### src/pkg/asd_pkg.sv
// Package: register map, fields and reset values of the scan DMA control
`default_nettype none
package asd_pkg;
  // Printed offsets are not multiples of four: kept as word indices
  localparam logic [11:0] IDX_SCAN_CONTROL  = 12'hFBE;
  localparam logic [11:0] IDX_RESULT_BASE   = 12'hFBD;
  localparam logic [11:0] IDX_STATUS        = 12'hFBF;
  localparam logic [11:0] IDX_IRQ_STATUS    = 12'hFC0;
  localparam logic [11:0] IDX_IRQ_MASK      = 12'hFC1;
  localparam int          ADDR_W            = 16;
  localparam int          BIT_SCAN_EN       = 7;
  localparam int          BIT_SCAN_IRQ_EN   = 6;
  localparam int          LAST_LSB          = 0;
  localparam int          CUR_LSB           = 4;
  localparam int          BIT_SCAN_DONE     = 2;
  localparam int          BIT_CH1_DONE      = 1;
  localparam int          BIT_CH0_DONE      = 0;
  localparam logic [3:0]  LAST_MAX          = 4'hB;
  localparam logic [7:0]  RST_SCAN_CONTROL  = 8'h00;
  localparam logic [7:0]  RST_STATUS        = 8'h00;
  localparam logic [6:0]  RST_RESULT_BASE   = 7'h00;
  localparam logic [2:0]  RST_IRQ_MASK      = 3'h0;
  localparam logic [3:0]  RST_INPUT         = 4'h0;
  typedef enum logic [2:0]
  {
    ST_IDLE,
    ST_CONV_REQ,
    ST_CONV_WAIT,
    ST_WR_HI,
    ST_WR_LO
  } asd_state_t;
endpackage
`default_nettype wire

### src/verilog/asd_flags.sv
// Sticky completion flags, cleared by a status read, set wins over clear
`default_nettype none
module asd_flags #(
  parameter int N = 3
) (
  input  wire logic         pclk,
  input  wire logic         presetn,
  input  wire logic [N-1:0] set_evt,
  input  wire logic         clear,
  output var  logic [N-1:0] flags
);
  always_ff @(posedge pclk or negedge presetn)
  begin
    if (!presetn)
      flags <= '0;
    else
      flags <= set_evt | (clear ? '0 : flags);
  end

  a_read_clears: assert property (@(posedge pclk) disable iff (!presetn)
    (clear && set_evt == '0) |=> flags == '0) else $error("flags not cleared");
  a_set_wins: assert property (@(posedge pclk) disable iff (!presetn)
    (set_evt != '0) |=> ((flags & $past(set_evt)) == $past(set_evt)))
    else $error("event lost");
endmodule
`default_nettype wire

### src/verilog/asd_scan_dma.sv
// ADC scan DMA control and status block with APB register slave
`default_nettype none
module asd_scan_dma
  import asd_pkg::*;
(
  input  wire logic              pclk,
  input  wire logic              presetn,
  input  wire logic              psel,
  input  wire logic              penable,
  input  wire logic              pwrite,
  input  wire logic [ADDR_W-1:0] paddr,
  input  wire logic [31:0]       pwdata,
  input  wire logic [3:0]        pstrb,
  output var  logic [31:0]       prdata,
  output var  logic              pready,
  output var  logic              pslverr,
  output var  logic              conv_start,
  output var  logic [3:0]        conv_input,
  input  wire logic              conv_done,
  input  wire logic [9:0]        conv_result,
  output var  logic              mem_we,
  output var  logic [11:0]       mem_addr,
  output var  logic [7:0]        mem_wdata,
  input  wire logic              mem_ack,
  input  wire logic              ch0_end_irq,
  input  wire logic              ch1_end_irq,
  output var  logic              scan_irq,
  output var  logic              irq
);
  typedef struct packed {
    logic [7:0]  ctrl;
    logic [6:0]  base;
    logic [2:0]  mask;
    logic [2:0]  irq_sticky;
    asd_state_t  st;
    logic [3:0]  cur;
    logic [9:0]  result;
    logic        conv_start;
    logic        mem_we;
    logic [11:0] mem_addr;
    logic [7:0]  mem_wdata;
    logic        scan_irq;
    logic        irq;
    logic [31:0] prdata;
    logic        pready;
    logic        pslverr;
  } asd_regs_t;

  asd_regs_t   r;
  asd_regs_t   next_r;
  logic [2:0]  flags;
  logic [2:0]  done_evt;
  logic        stat_read;
  logic        acc;
  logic [11:0] idx;
  logic        hit;

  function automatic logic [11:0] word_index(input logic [ADDR_W-1:0] a);
    word_index = a[13:2];
  endfunction

  function automatic logic [11:0] result_addr(input logic [6:0] b,
                                              input logic [3:0] n,
                                              input logic       odd);
    result_addr = {b, n, odd};
  endfunction

  assign acc       = psel && penable && !r.pready;
  assign idx       = word_index(paddr);
  assign hit       = (idx == IDX_SCAN_CONTROL) || (idx == IDX_RESULT_BASE) ||
                     (idx == IDX_STATUS) || (idx == IDX_IRQ_STATUS) ||
                     (idx == IDX_IRQ_MASK);
  assign stat_read = acc && !pwrite && (idx == IDX_STATUS);

  asd_flags #(
    .N (3)
  ) u_flags (
    .pclk    (pclk),
    .presetn (presetn),
    .set_evt (done_evt),
    .clear   (stat_read),
    .flags   (flags)
  );

  always_comb
  begin
    next_r            = r;
    next_r.pready     = 1'b0;
    next_r.pslverr    = 1'b0;
    next_r.conv_start = 1'b0;
    next_r.scan_irq   = 1'b0;
    done_evt          = 3'h0;
    done_evt[BIT_CH1_DONE] = ch1_end_irq;
    done_evt[BIT_CH0_DONE] = ch0_end_irq;

    if (acc)
    begin
      next_r.pready  = 1'b1;
      next_r.pslverr = !hit;
      next_r.prdata  = 32'h0000_0000;
      if (pwrite && pstrb[0])
      begin
        case (idx)
          IDX_SCAN_CONTROL: next_r.ctrl = pwdata[7:0] & 8'hCF;
          IDX_RESULT_BASE:  next_r.base = pwdata[7:1];
          IDX_IRQ_MASK:     next_r.mask = pwdata[2:0];
          IDX_IRQ_STATUS:   next_r.irq_sticky = r.irq_sticky & ~pwdata[2:0];
          default:          next_r.base = r.base;
        endcase
      end
      else if (!pwrite)
      begin
        case (idx)
          IDX_SCAN_CONTROL: next_r.prdata = {24'h0, r.ctrl};
          IDX_RESULT_BASE:  next_r.prdata = {24'h0, r.base, 1'b0};
          IDX_STATUS:       next_r.prdata = {24'h0, r.cur, 1'b0, flags};
          IDX_IRQ_STATUS:   next_r.prdata = {29'h0, r.irq_sticky};
          IDX_IRQ_MASK:     next_r.prdata = {29'h0, r.mask};
          default:          next_r.prdata = 32'h0000_0000;
        endcase
      end
    end

    case (r.st)
      ST_IDLE:
      begin
        next_r.cur = RST_INPUT;
        if (r.ctrl[BIT_SCAN_EN])
          next_r.st = ST_CONV_REQ;
      end
      ST_CONV_REQ:
      begin
        next_r.conv_start = 1'b1;
        next_r.st         = ST_CONV_WAIT;
      end
      ST_CONV_WAIT:
      begin
        if (conv_done)
        begin
          next_r.result    = conv_result;
          next_r.mem_we    = 1'b1;
          next_r.mem_addr  = result_addr(r.base, r.cur, 1'b0);
          next_r.mem_wdata = conv_result[9:2];
          next_r.st        = ST_WR_HI;
        end
      end
      ST_WR_HI:
      begin
        if (mem_ack)
        begin
          next_r.mem_addr  = result_addr(r.base, r.cur, 1'b1);
          next_r.mem_wdata = {r.result[1:0], 6'h00};
          next_r.st        = ST_WR_LO;
        end
      end
      ST_WR_LO:
      begin
        if (mem_ack)
        begin
          next_r.mem_we = 1'b0;
          next_r.st     = ST_CONV_REQ;
          if (r.cur >= r.ctrl[LAST_LSB +: 4] || r.cur >= LAST_MAX)
          begin
            next_r.cur = RST_INPUT;
            if (r.ctrl[BIT_SCAN_IRQ_EN])
              next_r.scan_irq = 1'b1;
          end
          else
            next_r.cur = r.cur + 4'h1;
        end
      end
      default: next_r.st = ST_IDLE;
    endcase

    if (!r.ctrl[BIT_SCAN_EN])
    begin
      next_r.st     = ST_IDLE;
      next_r.cur    = RST_INPUT;
      next_r.mem_we = 1'b0;
    end

    done_evt[BIT_SCAN_DONE] = r.scan_irq;
    next_r.irq_sticky = next_r.irq_sticky | done_evt;
    next_r.irq        = |(next_r.irq_sticky & r.mask);
  end

  always_ff @(posedge pclk or negedge presetn)
  begin
    if (!presetn)
    begin
      r      <= '0;
      r.ctrl <= RST_SCAN_CONTROL;
      r.base <= RST_RESULT_BASE;
      r.mask <= RST_IRQ_MASK;
      r.cur  <= RST_INPUT;
      r.st   <= ST_IDLE;
    end
    else
      r <= next_r;
  end

  assign prdata     = r.prdata;
  assign pready     = r.pready;
  assign pslverr    = r.pslverr;
  assign conv_start = r.conv_start;
  assign conv_input = r.cur;
  assign mem_we     = r.mem_we;
  assign mem_addr   = r.mem_addr;
  assign mem_wdata  = r.mem_wdata;
  assign scan_irq   = r.scan_irq;
  assign irq        = r.irq;

  a_disable_zero: assert property (@(posedge pclk) disable iff (!presetn)
    !r.ctrl[BIT_SCAN_EN] |=> conv_input == 4'h0) else $error("input not 0");
  a_irq_off: assert property (@(posedge pclk) disable iff (!presetn)
    !r.ctrl[BIT_SCAN_IRQ_EN] |=> !scan_irq) else $error("irq while off");
  a_irq_last: assert property (@(posedge pclk) disable iff (!presetn)
    (r.st == ST_WR_LO && mem_ack && r.ctrl[BIT_SCAN_EN] &&
     r.ctrl[BIT_SCAN_IRQ_EN] && r.cur == r.ctrl[3:0]) |=> scan_irq)
    else $error("missing scan irq");
  a_ascend: assert property (@(posedge pclk) disable iff (!presetn)
    $changed(r.cur) |-> (r.cur == 4'h0 || r.cur == $past(r.cur) + 4'h1))
    else $error("input order");
  a_conv_first: assert property (@(posedge pclk) disable iff (!presetn)
    $rose(mem_we) |-> $past(conv_done)) else $error("write before conv");
  a_addr_form: assert property (@(posedge pclk) disable iff (!presetn)
    (r.st == ST_WR_HI) |-> mem_addr == {r.base, r.cur, 1'b0})
    else $error("bad address");
  a_done_set: assert property (@(posedge pclk) disable iff (!presetn)
    scan_irq |=> flags[BIT_SCAN_DONE]) else $error("scan done not set");
  a_stat_clear: assert property (@(posedge pclk) disable iff (!presetn)
    (stat_read && !scan_irq && !ch0_end_irq && !ch1_end_irq) |=> flags == 3'h0)
    else $error("status read no clear");
  a_reserved_zero: assert property (
    @(posedge pclk) disable iff (!presetn)
    r.ctrl[5:4] == 2'b00) else $error("reserved control bits set");
  a_cur_limit: assert property (
    @(posedge pclk) disable iff (!presetn)
    conv_input <= LAST_MAX) else $error("input number above limit");
  a_idle_zero: assert property (
    @(posedge pclk) disable iff (!presetn)
    (r.st == ST_IDLE) |=> conv_input == 4'h0) else $error("idle not at 0");
  a_start_pulse: assert property (
    @(posedge pclk) disable iff (!presetn)
    conv_start |=> !conv_start) else $error("start longer than a cycle");
  a_we_hold: assert property (
    @(posedge pclk) disable iff (!presetn)
    (mem_we && !mem_ack && r.ctrl[BIT_SCAN_EN]) |=> mem_we)
    else $error("write dropped early");
  a_cur_status: assert property (
    @(posedge pclk) disable iff (!presetn)
    stat_read |=> prdata[7:4] == $past(conv_input))
    else $error("status input field wrong");
  a_ch1_flag: assert property (
    @(posedge pclk) disable iff (!presetn)
    ch1_end_irq |=> flags[BIT_CH1_DONE]) else $error("channel 1 flag lost");
  a_ch0_flag: assert property (
    @(posedge pclk) disable iff (!presetn)
    ch0_end_irq |=> flags[BIT_CH0_DONE]) else $error("channel 0 flag lost");
  a_hi_byte: assert property (
    @(posedge pclk) disable iff (!presetn)
    (r.st == ST_WR_HI) |-> mem_wdata == r.result[9:2])
    else $error("bad high byte");
  a_lo_byte: assert property (
    @(posedge pclk) disable iff (!presetn)
    (r.st == ST_WR_LO) |-> mem_wdata == {r.result[1:0], 6'h00})
    else $error("bad low byte");
  a_odd_addr: assert property (
    @(posedge pclk) disable iff (!presetn)
    (r.st == ST_WR_LO) |-> mem_addr == {r.base, r.cur, 1'b1})
    else $error("bad odd address");
  a_wrap_zero: assert property (
    @(posedge pclk) disable iff (!presetn)
    (r.st == ST_WR_LO && mem_ack && r.ctrl[BIT_SCAN_EN] &&
     r.cur == r.ctrl[3:0]) |=> conv_input == 4'h0) else $error("no wrap");
  a_flag_hold: assert property (
    @(posedge pclk) disable iff (!presetn)
    (flags[BIT_SCAN_DONE] && !stat_read) |=> flags[BIT_SCAN_DONE])
    else $error("scan done flag lost");
  a_scan_pulse: assert property (
    @(posedge pclk) disable iff (!presetn)
    scan_irq |=> !scan_irq) else $error("scan irq longer than a cycle");
  a_irq_source: assert property (
    @(posedge pclk) disable iff (!presetn)
    scan_irq |-> $past(r.st) == ST_WR_LO) else $error("scan irq misplaced");
  // Error only with ready
  a_err_ready: assert property (
    @(posedge pclk) disable iff (!presetn)
    pslverr |-> pready) else $error("error without ready");
  // Ready lasts one cycle
  a_ready_pulse: assert property (
    @(posedge pclk) disable iff (!presetn)
    pready |=> !pready) else $error("ready longer than a cycle");
endmodule
`default_nettype wire

### config.mk
export PLATFORM = sky130hd
export DESIGN_NAME = asd_scan_dma
export DESIGN_NICKNAME = d
export VERILOG_FILES = /design/src/pkg/asd_pkg.sv /design/src/verilog/asd_flags.sv /design/src/verilog/asd_scan_dma.sv
export SDC_FILE = /design/constraint.sdc
export NUM_CORES = 1
export LEC_CHECK = 0
export BUFFER_PORTS_ARGS = -buffer_cell sky130_fd_sc_hd__buf_2
export CAP_MARGIN = 20
export CORE_UTILIZATION = 45
export CTS_CLUSTER_DIAMETER = 80
export DETAILED_ROUTE_END_ITERATION = 6
export HOLD_SLACK_MARGIN = 0.1
export PLACE_DENSITY = 0.81
export SLEW_MARGIN = 0
export SYNTH_ARGS = -nofsm -noshare
export SYNTH_HDL_FRONTEND = slang
export SYNTH_SLANG_ARGS = --single-unit
### constraint.sdc
create_clock -name pclk -period 2.1 [get_ports pclk]
set_clock_uncertainty 0.1 [all_clocks]
set_input_delay 0.315 -clock pclk [delete_from_list [all_inputs] [get_ports pclk]]
set_output_delay 0.315 -clock pclk [all_outputs]
set_load 0.03 [all_outputs]
[After elaboration in Yosys (flattened, before gate mapping)]
Index checks and enable logic that the tools add are counted.
Storage, ports and cells
  register bits after elaboration: 65
  bits in latches: 0
  bits in writable memories: 0
  ROM bits: 0
  input bits: 71
  output and inout bits: 62
  logic and storage cells: 91
  memories kept: 0
Cells by class
  add/subtract/negate cells: 1
  $mul: 0
  div/mod/pow operators: 0
  magnitude comparators: 2
  equality and inequality tests: 16
  shift operators: 0
  mux-type cells: 26
  bitwise gates (word level): 5
  reduce and logical (&&, ||, !) cells: 24
Operators with widths (count)
  equality test 12 bit (second input constant): 5
  one-hot mux 20 bit (2 select lines): 1
  one-hot mux 8 bit (5 select lines): 1
  2-to-1 mux 21 bit: 1
  2-to-1 mux 20 bit: 1
  2-to-1 mux 3 bit: 6
  AND reduction 3 bit: 6
  2-to-1 mux 8 bit: 2
  one-hot mux 3 bit (5 select lines): 1
  2-to-1 mux 7 bit: 2
  != test 3 bit (second input constant): 3
  one-hot mux 4 bit (2 select lines): 1
  2-to-1 mux 1 bit: 7
  AND 3 bit: 2
  equality test 3 x 2 -> 1 bit (second input constant): 2
  != test 3 x 1 -> 1 bit (second input constant): 2
  OR 3 bit: 2
  logical AND 1 bit: 5
  logical OR 1 bit: 5
  adder 4 x 1 -> 4 bit (second input constant): 1
  >= comparator 4 bit: 1
  >= comparator 4 bit (second input constant): 1
  2-to-1 mux 4 bit: 1
  != test 2 bit (second input constant): 2
  10 further kinds: 13

[Depth between registers and ports, before layout]
  depth after elaboration: 8
  gate-level depth with buffers: 7
  depth with buffers taken out: 7

[By module]
Synthesis repeated with hierarchy kept, for this count alone.
Second synthesis, totals
  cells, all modules: 311
  area total of the unflattened synthesis: 3454.6 um^2
By module, submodules not included
  asd_scan_dma: times used 1, cells an instance 304, area an instance 3353.2 um^2, seq. area each 1551.5 um^2
  asd_flags: times used 1, cells an instance 7, area an instance 101.3 um^2, seq. area each 75.1 um^2

[Worst setup path after synthesis]
Ideal clock, no wire load.
  kind: reg-to-reg
  start point: register r, in the netlist conv_input[0]
  end point: register r, in the netlist conv_input[3]
  setup time: 80 ps
  arrival: 1675 ps
  required time: 1920 ps
  path slack: 245 ps
  cell stages (with the launch flop): 8
  buffers on the path: 0
  clock period less this slack: 1855 ps
  path through: dfrtp_1 -> inv_1 -> ha_1 -> nand2b_1 -> a211oi_1 -> o2111ai_1 -> o21ai_0 -> o2bb2ai_1
Between the ends
  longest elaborated chain between the ends: 6
  elaborated cells between the ends (all ways): 8
  classes of those cells: add/sub (1); order compare (2); mux (4); reduce/logical (1)
Ends and longest elaborated chain
  from (decl): line asd_scan_dma.sv:49  | asd_regs_t r;
  from (signal assigned): line asd_scan_dma.sv:199  | r <= next_r;
  >= comparator 4 bit: line asd_scan_dma.sv:162  | if (r.cur >= r.ctrl[LAST_LSB +: 4] || r.cur >= LAST_MAX)
  logical OR 1 bit: line asd_scan_dma.sv:162
  2-to-1 mux 4 bit *: line asd_scan_dma.sv:162
  2-to-1 mux 7 bit *: line asd_scan_dma.sv:158  | if (mem_ack)
  one-hot mux 4 bit (2 select lines) *: line asd_scan_dma.sv:124  | case (r.st)
  2-to-1 mux 7 bit *: line asd_scan_dma.sv:175  | if (!r.ctrl[BIT_SCAN_EN])
Mark *: on every way between the ends. The rest lies on a longest branch, timed or not. The select of a mux whose other input is x is not followed.
A chain may end at the register's enable or synchronous reset.

[Worst setup path in the final report]
Ends and elaborated chain as after synthesis.

==> results.json <==
{
  "status": "finished clean",
  "combPwrFrac_pct": 8.7,
  "netlist_area_um2": 3420,
  "ys_seq_area_share_pct": 47.6,
  "syn_area_per_cell_um2": 11.0,
  "crit_chain": "inv_1, ha_1, nand2b_1, a211oi_2, o2111ai_2, o21ai_0, o2bb2ai_1",
  "netlist_instances": 311,
  "min_to": "mem_wdata[3]",
  "finalCritPeriodShare_pct": 88.4,
  "power_density_nw_per_um2": 614,
  "tns_ns": 0,
  "ys_seq_elements": 65,
  "cts_sinks": 65,
  "core_um2": 7290,
  "die_w_um": 89.2,
  "hpwl_mm": 5.24,
  "rsz0062_at_grt": "false",
  "cts_htree_levels": 3,
  "crit_family": "compound AO/OA/AOI/OAI gates",
  "vias": 2468,
  "layout-drive-gt1-share_pct": 36.3,
  "final_net_count": 459,
  "drv_slew": 0,
  "p_clk_share_pct": 39.5,
  "reg2reg_slack_ns": 0.24,
  "critPathLaunchType": "flop",
  "r2r-end": "conv_input[3]",
  "synth_cell_types": 45,
  "initial_utilization_pct": 46.9,
  "stdcell_area_um2": 3960,
  "vdd_drop_max_v": 0.000285,
  "post_cts_buffers": 0,
  "grt_start_max_net_pins": 48,
  "grt_pass1_wl_mm": 11.2,
  "p_sw_share_pct": 25.5,
  "worstPathRequired_ns": 2.27,
  "yosys_warnings": 0,
  "io_buffer_count": 77,
  "routed_wirelength_mm": 7.13,
  "place_area_um2": 3670,
  "period_needed_ns": 1.86,
  "path_clk_slew_ns": 0.07,
  "drt_iter0_drc": 108,
  "antenna_found_initial": 0,
  "num_rows": 31,
  "worstPathMaxFanout": 6,
  "ioPinCount": 133,
  "cap_viol_max_count": 0,
  "max_freq_mhz": 539,
  "dr.pass1.iters": 4,
  "die_h_um": 89.2,
  "place.gp.congestion": 0.907,
  "fin_ws_ns": 0.244,
  "die_area_um2": 7950,
  "cp-end-kind": "flop",
  "n_fill_cell": 634,
  "drc": 0,
  "area_growth_pct": 15.7,
  "p_sw_w": 0.000620,
  "p_leak_nw": 2.12,
  "setup_viol": 0,
  "grt_pass1_vias": 2398,
  "p_seq_share_pct": 51.8,
  "finalHoldViolations": 0,
  "wire_per_inst_um": 14.6,
  "path_class": "flop to flop",
  "cp_slowest_stage_delay_ns": 0.38,
  "critPathArrivalTime_ns": 2.03,
  "cts_tree": "yes",
  "grt-ovfl-total": 0,
  "reg2reg_from": "conv_input[0]",
  "crit_buf_inv": 1,
  "antennaDiodeCount": 0,
  "pre_cts_slack_ns": 0.113,
  "p_int_w": 0.00181,
  "vias_per_cell": 5.07,
  "min_path_cells": 2,
  "cts_made_buffers": 9,
  "cts_buffer_depth": 2,
  "cts_root_buf": "clkbuf_8",
  "ant_nets": 0,
  "hold_start": "conv_result[5]",
  "rr_worst_depth": 7,
  "hold_path.class": "primary input to flop",
  "insertion_delay_ns": 0.35,
  "slowest_stage": "dfrtp_1",
  "grt_use_total_pct": 19.0
}
-- cells in the mapped netlist (all sizes together) --
cell | count | share of area, %
nand3b | 4 | 1.4
nand4 | 1 | 0.18
and2 | 3 | 0.55
nand2 | 19 | 2.1
or4 | 2 | 0.44
nor2b | 4 | 0.73
and3b | 2 | 0.55
nor2 | 13 | 1.4
nand3 | 8 | 1.3
mux2 | 28 | 9.6
a211o | 1 | 0.26
nor3b | 3 | 0.66
a211oi | 1 | 0.22
mux2i | 12 | 3.5
nand2b | 2 | 0.37
o22ai | 4 | 0.73
o2bb2ai | 1 | 0.26
o22a | 1 | 0.26
and3 | 4 | 0.73
buf | 60 | 13
o2111ai | 1 | 0.26
nor4bb | 2 | 0.59
clkbuf | 3 | 0.33
or3 | 2 | 0.51
a21o | 7 | 1.5
nor3 | 3 | 0.44
a22o | 6 | 1.5
conb | 1 | 0.11
nor4 | 3 | 0.99
inv | 9 | 0.99
o21ai | 20 | 2.9
a21oi | 7 | 1.0
ha | 5 | 1.8
a32o | 2 | 0.59
dfrtp | 65 | 48
o21a | 2 | 0.44
-- flip-flops by register name, summed over array words and instances (netlist names), 3 cells and up --
name,cells
mem_wdata,8
prdata,8
conv_input,4
u_flags.flags,3
r,24
mem_addr,12
-- stage by stage --
stage	instances	power (W)	hold slack, ns	utilization [%]
after CTS	487	0.00243	0.101	54.1
after global routing	487	0.00252	0.106	54.3
after floorplan	334	0.00142	-0.0806	-
after detailed placement	461	0.00148	0.191	50.3
after global placement	461	0.00147	0.179	50.3
final	487	0.00243	0.101	54.3
-- routing by layer --
metal  part of all wire, %  GRT usage, %  vias up
met2                    51          31.9       70
met3                   3.9          3.23       19
met4                   3.1          11.5        0
met5                     0             0        -
met1                    42          23.0     1212
li1                      -             -     1167
-- kinds of logic after synthesis --
family	share of synthesized area, %
other	0.110
buffers and inverters	14.5
multiplexers	13.1
adder cells (fa/ha/maj)	1.83
AO/OA/AOI/OAI	10.0
flip-flops	47.6
AND/OR/NAND/NOR	12.9
-- layout make-up --
type                            instances  area (µm²)  share of cell area, %
Clock inverter                          3        15.0                  0.380
Tap cell                               99         124                   3.13
Timing Repair Buffer                  101         603                   15.2
Sequential cell                        65        1630                   41.1
Multi-Input combinational cell        197        1400                   35.3
Clock buffer                           13         159                   4.02
Inverter                                9        33.8                  0.854
-- power groups by stage --
stage	Sequential, W	Clock [W]	Combinational (W)
floorplan	0.00129	0	0.000136
global placement	0.00128	0	0.000193
detailed placement	0.00128	0	0.000196
CTS	0.00126	0.000959	0.000211
global route	0.00126	0.00103	0.000232
finish	0.00126	0.000960	0.000211
-- worst max-delay path by stage --
| stage | startpoint | end | depth (start not counted) |
|---|---|---|---|
| floorplan | conv_input[0] | conv_input[3] | 7 |
| global placement | paddr[13] | r[85] | 7 |
| detailed placement | paddr[10] | r[82] | 7 |
| CTS | conv_input[0] | conv_input[3] | 7 |
| global route | conv_input[0] | conv_input[3] | 7 |
| finish | conv_input[0] | conv_input[3] | 7 |
-- cell usage in the layout, fill, tap and decap left out, types with 3 or more instances in the layout --
master and count:
buf_2 77, dfrtp_1 65, mux2_2 25, conb_1 24, o21ai_0 20, nand2_1 19, nor2_1 13, buf_4 13
mux2i_1 12, clkbuf_8 11, dlygate4sd3_1 10, inv_1 9, a21o_1 7, nand3_1 7, a21oi_1 7, a22o_1 6
ha_1 5, nor2b_1 4, and3_1 4, o22ai_1 4, nor3b_1 3, and2_1 3, nor3_1 3, mux2_4 3
clkinv_2 3
-- repair_timing --
action	CTS	global route
gates resized for setup	0	2
endpoints found under the hold margin	28	0
hold buffers	10	0
setup endpoints to repair	0	2
Note: power is estimated with default switching activity, not from simulation.
